$ cat config.mk
export PLATFORM = sky130hd
export DESIGN_NAME = dma_status_bits
export DESIGN_NICKNAME = d
export VERILOG_FILES = /design/src/dma_status_pkg.sv /design/src/sync_timer_if.sv /design/src/sync_timer.sv /design/src/dma_status_bits.sv
export VERILOG_INCLUDE_DIRS = /design/src
export SDC_FILE = /design/constraint.sdc
export NUM_CORES = 1
export LEC_CHECK = 0
export BUFFER_PORTS_ARGS = -buffer_cell sky130_fd_sc_hd__buf_2
export CAP_MARGIN = 20
export CORE_MARGIN = 3
export CORE_UTILIZATION = 38
export DETAILED_ROUTE_END_ITERATION = 10
export PLACE_DENSITY_LB_ADDON = 0.2
export SETUP_SLACK_MARGIN = 0.5
export SYNTH_ARGS = -nofsm -noshare
export SYNTH_HDL_FRONTEND = slang
export SYNTH_SLANG_ARGS = --single-unit
$ cat constraint.sdc
create_clock -name mclk -period 2.8 [get_ports mclk]
set_input_delay 0.42 -clock mclk [delete_from_list [all_inputs] [get_ports mclk]]
set_output_delay 0.42 -clock mclk [all_outputs]
set_load 0.01 [all_outputs]
$ cat src/dma_status_consts.svh
`ifndef DMA_STATUS_CONSTS_SVH
`define DMA_STATUS_CONSTS_SVH

// control_status bit positions
`define CS_CMD_BIT 4
`define CS_INTEN_BIT 6
`define CS_ALERT_BIT 13
`define CS_MEM_BIT 14
`define CS_ERR_BIT 15
`define CS_FLAG_BIT 0
`define CS_WIDTH 16
`define CS_ZERO 16'h0000

// timeout lengths in ns and clock period in ns
`define CLK_PERIOD_NS 20
`define TMO_NATIVE_NS 13000
`define TMO_ADAPTER_NS 38000
`define TMO_NATIVE_CYC (`TMO_NATIVE_NS / `CLK_PERIOD_NS)
`define TMO_ADAPTER_CYC (`TMO_ADAPTER_NS / `CLK_PERIOD_NS)
`define TMO_WIDTH 11
`define TMO_ZERO 11'h000
`define TMO_ONE 11'h001

`endif

$ cat src/dma_status_pkg.sv
package dma_status_pkg;
   typedef enum logic [1:0] {
      st_idle = 2'b00,
      st_busy = 2'b01,
      st_drain = 2'b10
   } dma_state_t;
endpackage

$ cat src/sync_timer_if.sv
`timescale 1ns/1ps
interface sync_timer_if;
   logic strobe;
   logic reply;
   logic long_sel;
   logic expired;
   modport owner (output strobe, output reply, output long_sel,
      input expired);
   modport timer (input strobe, input reply, input long_sel,
      output expired);
endinterface

$ cat src/sync_timer.sv
`timescale 1ns/1ps
`include "dma_status_consts.svh"
module sync_timer (
   // clock and reset
   input wire logic mclk,
   input wire logic rst_n,
   // timing channel
   sync_timer_if.timer tif
);
   logic [`TMO_WIDTH-1:0] count;
   logic [`TMO_WIDTH-1:0] limit;
   logic strobe_q;

   assign limit = tif.long_sel ? `TMO_WIDTH'(`TMO_ADAPTER_CYC) :
      `TMO_WIDTH'(`TMO_NATIVE_CYC);

   always_ff @(posedge mclk or negedge rst_n) begin
      if (!rst_n) begin
         strobe_q <= 1'b0;
      end else begin
         strobe_q <= tif.strobe;
      end
   end

   always_ff @(posedge mclk or negedge rst_n) begin
      if (!rst_n) begin
         count <= `TMO_ZERO;
      end else if (tif.strobe && !strobe_q) begin
         count <= `TMO_ZERO;
      end else if (tif.strobe && !tif.reply && count != limit) begin
         count <= count + `TMO_ONE;
      end
   end

   assign tif.expired = tif.strobe && !tif.reply && strobe_q &&
      count == limit;

   a_timer_start: assert property (@(posedge mclk) disable iff (!rst_n)
      $rose(tif.strobe) |=> count == `TMO_ZERO)
      else $error("timer did not restart on strobe");

   a_expiry_limit: assert property (@(posedge mclk) disable iff (!rst_n)
      tif.expired |-> count == (tif.long_sel ?
      `TMO_WIDTH'(`TMO_ADAPTER_CYC) : `TMO_WIDTH'(`TMO_NATIVE_CYC)))
      else $error("timer expired at the wrong count");
endmodule

$ cat src/dma_status_bits.sv
// Functional notes
// - writing one to bit 0 sends one command pulse to the user device.
// - with bit 0 set, a read of the shared address returns the error register.
// - an asserted user attention is latched into bit 13.
// - bit 13 clears at the next transfer start or on a written zero.
// - attention during a transfer lets the bus cycle end, then stops DMA.
// - the lamp output follows the attention bit, whatever its cause.
// - bit 14 sets when no sync reply arrives within 13 us or 38 us.
// - bit 14 clears on a written zero or at the next transfer start.
// - a command write that starts a transfer clears the latched bits 13 and 14 only.
// - a power-fail warning ends DMA after the current bus cycle.
// - with interrupts enabled, an error during DMA requests an interrupt.
`timescale 1ns/1ps
`include "dma_status_consts.svh"
module dma_status_bits (
   // clock and reset
   input wire logic mclk,
   input wire logic rst_n,
   input wire logic bus_init,
   // register access
   input wire logic cs_write,
   input wire logic cs_read,
   input wire logic [15:0] cs_wdata,
   output logic [15:0] cs_rdata,
   input wire logic [15:0] error_info_register,
   input wire logic [15:0] other_cs_bits,
   // dma bus cycle
   input wire logic dma_request,
   input wire logic cycle_done,
   input wire logic initiator_sync_strobe,
   input wire logic target_sync_reply,
   output logic bus_owned,
   output logic dma_active,
   // error sources
   input wire logic adapter_select,
   input wire logic multi_cycle_request_error,
   input wire logic power_fail_warning,
   input wire logic parity_fault,
   // user side
   input wire logic user_attention,
   output logic command_pulse,
   output logic attention_lamp,
   output logic interrupt_request
);
   dma_status_pkg::dma_state_t state;
   logic cmd_flag;
   logic alert_flag;
   logic mem_flag;
   logic int_enable;
   logic go_write;
   logic any_error;
   logic stop_req;
   logic err_q;
   sync_timer_if tif ();

   assign tif.strobe = initiator_sync_strobe;
   assign tif.reply = target_sync_reply;
   assign tif.long_sel = adapter_select;

   sync_timer u_timer (
      .mclk(mclk),
      .rst_n(rst_n),
      .tif(tif)
   );

   assign go_write = cs_write && cs_wdata[`CS_FLAG_BIT];

   always_ff @(posedge mclk or negedge rst_n) begin
      if (!rst_n) begin
         command_pulse <= 1'b0;
      end else begin
         command_pulse <= go_write && !bus_init;
      end
   end

   // bus initialize clears the flag and enable
   always_ff @(posedge mclk or negedge rst_n) begin
      if (!rst_n) begin
         cmd_flag <= 1'b0;
         int_enable <= 1'b0;
      end else if (bus_init) begin
         cmd_flag <= 1'b0;
         int_enable <= 1'b0;
      end else if (cs_write) begin
         cmd_flag <= cs_wdata[`CS_FLAG_BIT];
         int_enable <= cs_wdata[`CS_INTEN_BIT];
      end
   end

   // latch attention; set wins over clear
   // clear on start or written zero
   always_ff @(posedge mclk or negedge rst_n) begin
      if (!rst_n) begin
         alert_flag <= 1'b0;
      end else if (bus_init) begin
         alert_flag <= 1'b0;
      end else if (user_attention) begin
         alert_flag <= 1'b1;
      end else if (go_write ||
            (cs_write && !cs_wdata[`CS_ALERT_BIT])) begin
         alert_flag <= 1'b0;
      end
   end

   // cleared by zero write or start
   always_ff @(posedge mclk or negedge rst_n) begin
      if (!rst_n) begin
         mem_flag <= 1'b0;
      end else if (bus_init) begin
         mem_flag <= 1'b0;
      end else if (tif.expired) begin
         mem_flag <= 1'b1;
      end else if (go_write ||
            (cs_write && !cs_wdata[`CS_MEM_BIT])) begin
         mem_flag <= 1'b0;
      end
   end

   // latched sources clear on start; live inputs clear at source
   assign any_error = alert_flag || mem_flag || multi_cycle_request_error ||
      power_fail_warning || parity_fault;

   assign attention_lamp = alert_flag;

   // stop after the current bus cycle
   assign stop_req = alert_flag || user_attention || power_fail_warning ||
      mem_flag;

   always_ff @(posedge mclk or negedge rst_n) begin
      if (!rst_n) begin
         state <= dma_status_pkg::st_idle;
      end else if (bus_init) begin
         state <= dma_status_pkg::st_idle;
      end else begin
         case (state)
            dma_status_pkg::st_idle: begin
               if (go_write && dma_request) begin
                  state <= dma_status_pkg::st_busy;
               end
            end
            dma_status_pkg::st_busy: begin
               if (stop_req || !dma_request) begin
                  state <= dma_status_pkg::st_drain;
               end
            end
            dma_status_pkg::st_drain: begin
               if (cycle_done) begin
                  state <= dma_status_pkg::st_idle;
               end
            end
            default: begin
               state <= dma_status_pkg::st_idle;
            end
         endcase
      end
   end

   assign dma_active = state == dma_status_pkg::st_busy;
   assign bus_owned = state != dma_status_pkg::st_idle;

   always_ff @(posedge mclk or negedge rst_n) begin
      if (!rst_n) begin
         cs_rdata <= `CS_ZERO;
      end else if (cs_read) begin
         if (cmd_flag) begin
            cs_rdata <= error_info_register;
         end else begin
            cs_rdata <= other_cs_bits;
            cs_rdata[`CS_FLAG_BIT] <= 1'b0;
            cs_rdata[`CS_INTEN_BIT] <= int_enable;
            cs_rdata[`CS_ALERT_BIT] <= alert_flag;
            cs_rdata[`CS_MEM_BIT] <= mem_flag;
            cs_rdata[`CS_ERR_BIT] <= any_error;
         end
      end
   end

   always_ff @(posedge mclk or negedge rst_n) begin
      if (!rst_n) begin
         interrupt_request <= 1'b0;
         err_q <= 1'b0;
      end else begin
         err_q <= any_error;
         interrupt_request <= int_enable && any_error && !err_q &&
            bus_owned;
      end
   end

   a_cmd_pulse: assert property (@(posedge mclk) disable iff (!rst_n)
      go_write && !bus_init |=> command_pulse ##1 !command_pulse)
      else $error("command pulse missing or too long");
   a_alert_latch: assert property (@(posedge mclk) disable iff (!rst_n)
      user_attention && !bus_init |=> alert_flag && attention_lamp)
      else $error("attention not latched");
   a_alert_clear: assert property (@(posedge mclk) disable iff (!rst_n)
      go_write && !user_attention |=> !alert_flag)
      else $error("attention not cleared on start");
   a_mem_set: assert property (@(posedge mclk) disable iff (!rst_n)
      tif.expired && !bus_init |=> mem_flag)
      else $error("missing memory not flagged");
   a_mem_clear: assert property (@(posedge mclk) disable iff (!rst_n)
      cs_write && !cs_wdata[`CS_MEM_BIT] && !tif.expired |=> !mem_flag)
      else $error("missing memory not cleared");
   a_err_summary: assert property (@(posedge mclk) disable iff (!rst_n)
      cs_read && !cmd_flag |=> cs_rdata[`CS_ERR_BIT] == $past(alert_flag ||
      mem_flag || multi_cycle_request_error || power_fail_warning ||
      parity_fault))
      else $error("summary error wrong");
   a_alt_read: assert property (@(posedge mclk) disable iff (!rst_n)
      cs_read && cmd_flag |=> cs_rdata == $past(error_info_register))
      else $error("alternate register not returned");
   a_stop_drain: assert property (@(posedge mclk) disable iff (!rst_n)
      dma_active && power_fail_warning && !bus_init |=> !dma_active)
      else $error("dma not stopped on power fail");
   a_init_clear: assert property (@(posedge mclk) disable iff (!rst_n)
      bus_init |=> !cmd_flag && !mem_flag && !bus_owned)
      else $error("bus initialize did not clear");
endmodule

==> metrics.txt <==
status finished clean; Sw Ratio 26.1%; Die Y 75.0 um; top post-synthesis cells by area dfrtp_1, mux2i_1, nor2_1; total power 1.14 mW; layout cells sized above 1 32.9%; Synth area leader dfrtp_1; register bit total from synthesis 37; Total Routing Usage GR between 10% and 20%; Area Overhead vs Synth 25.5%; RSZ-0062 raised after global routing no; first-pass GRT wire length 6490 um; post-CTS sizing 0; Post-synth EDFFs 0; Vias 1530; Worst path slowest cell dfrtp_1; crit-path cells or3_1 -> or3b_1 -> mux2_4 -> nor3_2; final setup fails 0; LEAKAGE 1.09 nW; post-layout min period 1.66 ns; First-pass DRT Iterations 4; peak supply drop 245 uV; die area 0.00563 sq mm; Post-CTS Setup Bufs 0; CTS H-Tree Depth 2; mux cell area share after synthesis 10.3%; PortBufs 65; # IOs 83; dpl hpwl 2870 um; clock buffer depth 2; clock latency at the later pin of the worst-skew pair just under 0.3 ns; Mapped Cells 179; post-synth top area share roughly 51%; MaxCap Viol Count 0; Bufs and invs on worst path 0; Post-Synth Simple-Gate Area 19.6%; Final nets 308; xor/xnor cell area share of the yosys netlist between 2 and 2.5%; Hold WS around 0.22 ns; critical path arrival approximately 1.9 ns; Pint 842 uW; CTS clk-pin slew, worst paths 0.07 ns; CP top delay family simple AND/OR/NAND/NOR gates; Relative slew margins 41.3%; Sw Pwr 298 uW; Sink Count 37; Final ANT Viol Nets 0; PwrDens 502 mW/mm^2; Avg Cell Area, Syn around 10 sq um; Most used DFF post-synth dfrtp_1; total CTS buffers 5; Initial Utilization 40.5%; Initial DRC Count 62; Synth Area in Compound Gates roughly an eighth; Row Count 24; Synth cell types 43; Final Max Tran Viols 0; Warnings, synthesis 0; ys async rst share 100%; TNS Setup 0 ns; syn nets approximately 240; DR vias/cell approximately 5; ANT cells 0; startpoint types flop; Synth Cell Area about 0.0018 sq mm; grt ovf 0; Die X 75.0 um; Flop pwr share 52.2%; CTS Root Cell clkbuf_8; Tcrit/Tclk final 59.3%; main combinational cell family by area after synthesis simple AND/OR/NAND/NOR gates; Fillers 425; initial antenna violation count 0; crit path capture type flop; largest net degree at the start of global routing 38; CTS tree built; Worst Tran Pin Value 0.880 ns; Max Fclk 602 MHz; Comb pwr share 13.6%; routability congestion estimate 0.821; vias in the first global route 1417; post-synthesis sequential area ratio 51.1%; Setup Crit Path Kind flop to flop; Routed WL about 3800 um; Critical Path Fanout Max 3; Adder-Cell Fraction of Synth Area less than 1%; slowest cell delay on critical path 0.42 ns; clk_skew 0.00581 ns; Critical Path RT 3.01 ns; DR WL/cell 12.9 um; DRC 0; Fin. Hold Viols 0; Hold Crit Class input pin to async pin; Clock power frac 34.2%; CTS hold repair buffers 0; Core ar. 0.00447 sq mm
[cells in the final DEF (no fill, tap or decap), types with 2 or more instances in the layout]
cell      Yosys  routed
mux2i_1      16      16
xnor2_1       2       2
or2_2         2       2
nor2_1       27      27
inv_1         6       6
and4b_1       3       3
nand3_1       3       3
or3_1         2       2
dfrtp_1      37      37
buf_2         2      65
o21ai_0       8       8
nor3_1        3       3
clkbuf_8      0       6
xor2_1        3       3
nor2b_1       3       3
nand2_1      12      12
a21oi_1      18      18
nor4_1        2       2
nand4_1       2       2
and3_1        2       2
[layer usage]
layer | global-route usage [%] | up-vias | wire [um]
li1 | - | 775 | -
met1 | 20.7 | 706 | 1790
met2 | 22.5 | 43 | 1730
met3 | 4.81 | 6 | 270
met4 | 5.34 | 0 | 53
met5 | 0 | - | 0
[final cells by class]
type / instances / area (sq um) / share of cell area (%)
clock inverter: 2 / 13.8 / 0.606
clock buffer: 6 / 82.6 / 3.63
sequential: 37 / 926 / 40.7
multi-input combinational: 130 / 837 / 36.8
timing repair buffer: 65 / 325 / 14.3
tap: 52 / 65.1 / 2.86
inverter: 6 / 22.5 / 0.991
[through the flow]
step                      worst slack [ns]  area (sq um)  utilization (%)  cells
after global routing                  1.04          2270             50.8    298
after floorplan                       1.22          1810                -    179
after CTS                             1.13          2270             50.8    298
after global placement                1.12          2180             48.6    290
after detailed placement              1.09          2180             48.6    290
final                                 1.14          2270             50.8    298
[sequential cells by signal, summed over array words and instances (netlist names)]
signal	cells
cs_rdata	16
u_timer.count	11
state	2
attention_lamp	1
cmd_flag	1
command_pulse	1
err_q	1
int_enable	1
interrupt_request	1
mem_flag	1
u_timer.strobe_q	1
[kinds of logic (layout without fill, tap and decap cells)]
group	Yosys count	count (layout)
AO/OA/AOI/OAI	38	38
buffers and inverters	12	79
XOR/XNOR	5	5
AND/OR/NAND/NOR	68	68
flip-flops	37	37
adder cells (fa/ha/maj)	1	1
multiplexers	18	18
[cells in the mapped netlist, drive strengths merged, types with 2 or more instances]
cell and n:
a21oi 18, and4b 3, nand4 2, mux2 2
o21ai 8, and3 2, inv 6, nand3 3
mux2i 16, nor2b 3, nor2 27, nor3 4
nand2 12, or2 2, clkbuf 2, dfrtp 37
xnor2 2, xor2 3, buf 4, or3 2
nor4 2, a22o 2
[path summary, 6_finish.rpt]
path	depth (start not counted)	startpoint	endpoint	slack [ns]
max	4	mem_flag	state[0]	1.14
min	1	rst_n	u_timer.count[6]	0.22
max reg2reg	4	mem_flag	state[0]	1.14
min reg2reg	1	state[1]	state[0]	0.49
max in group asynchronous	1	rst_n	u_timer.count[10]	2.08
min in group mclk	1	initiator_sync_strobe	u_timer.strobe_q	0.33
[power groups by stage]
stage | clock network, mW | logic (mW) | registers [mW]
3_5_place_dp | 0 | 0.159 | 0.606
2_1_floorplan | 0 | 0.0684 | 0.610
5_1_grt | 0.431 | 0.178 | 0.602
4_1_cts | 0.406 | 0.159 | 0.595
3_3_place_gp | 0 | 0.158 | 0.604
6_report | 0.389 | 0.156 | 0.595
(Power assumes the default switching activity.)
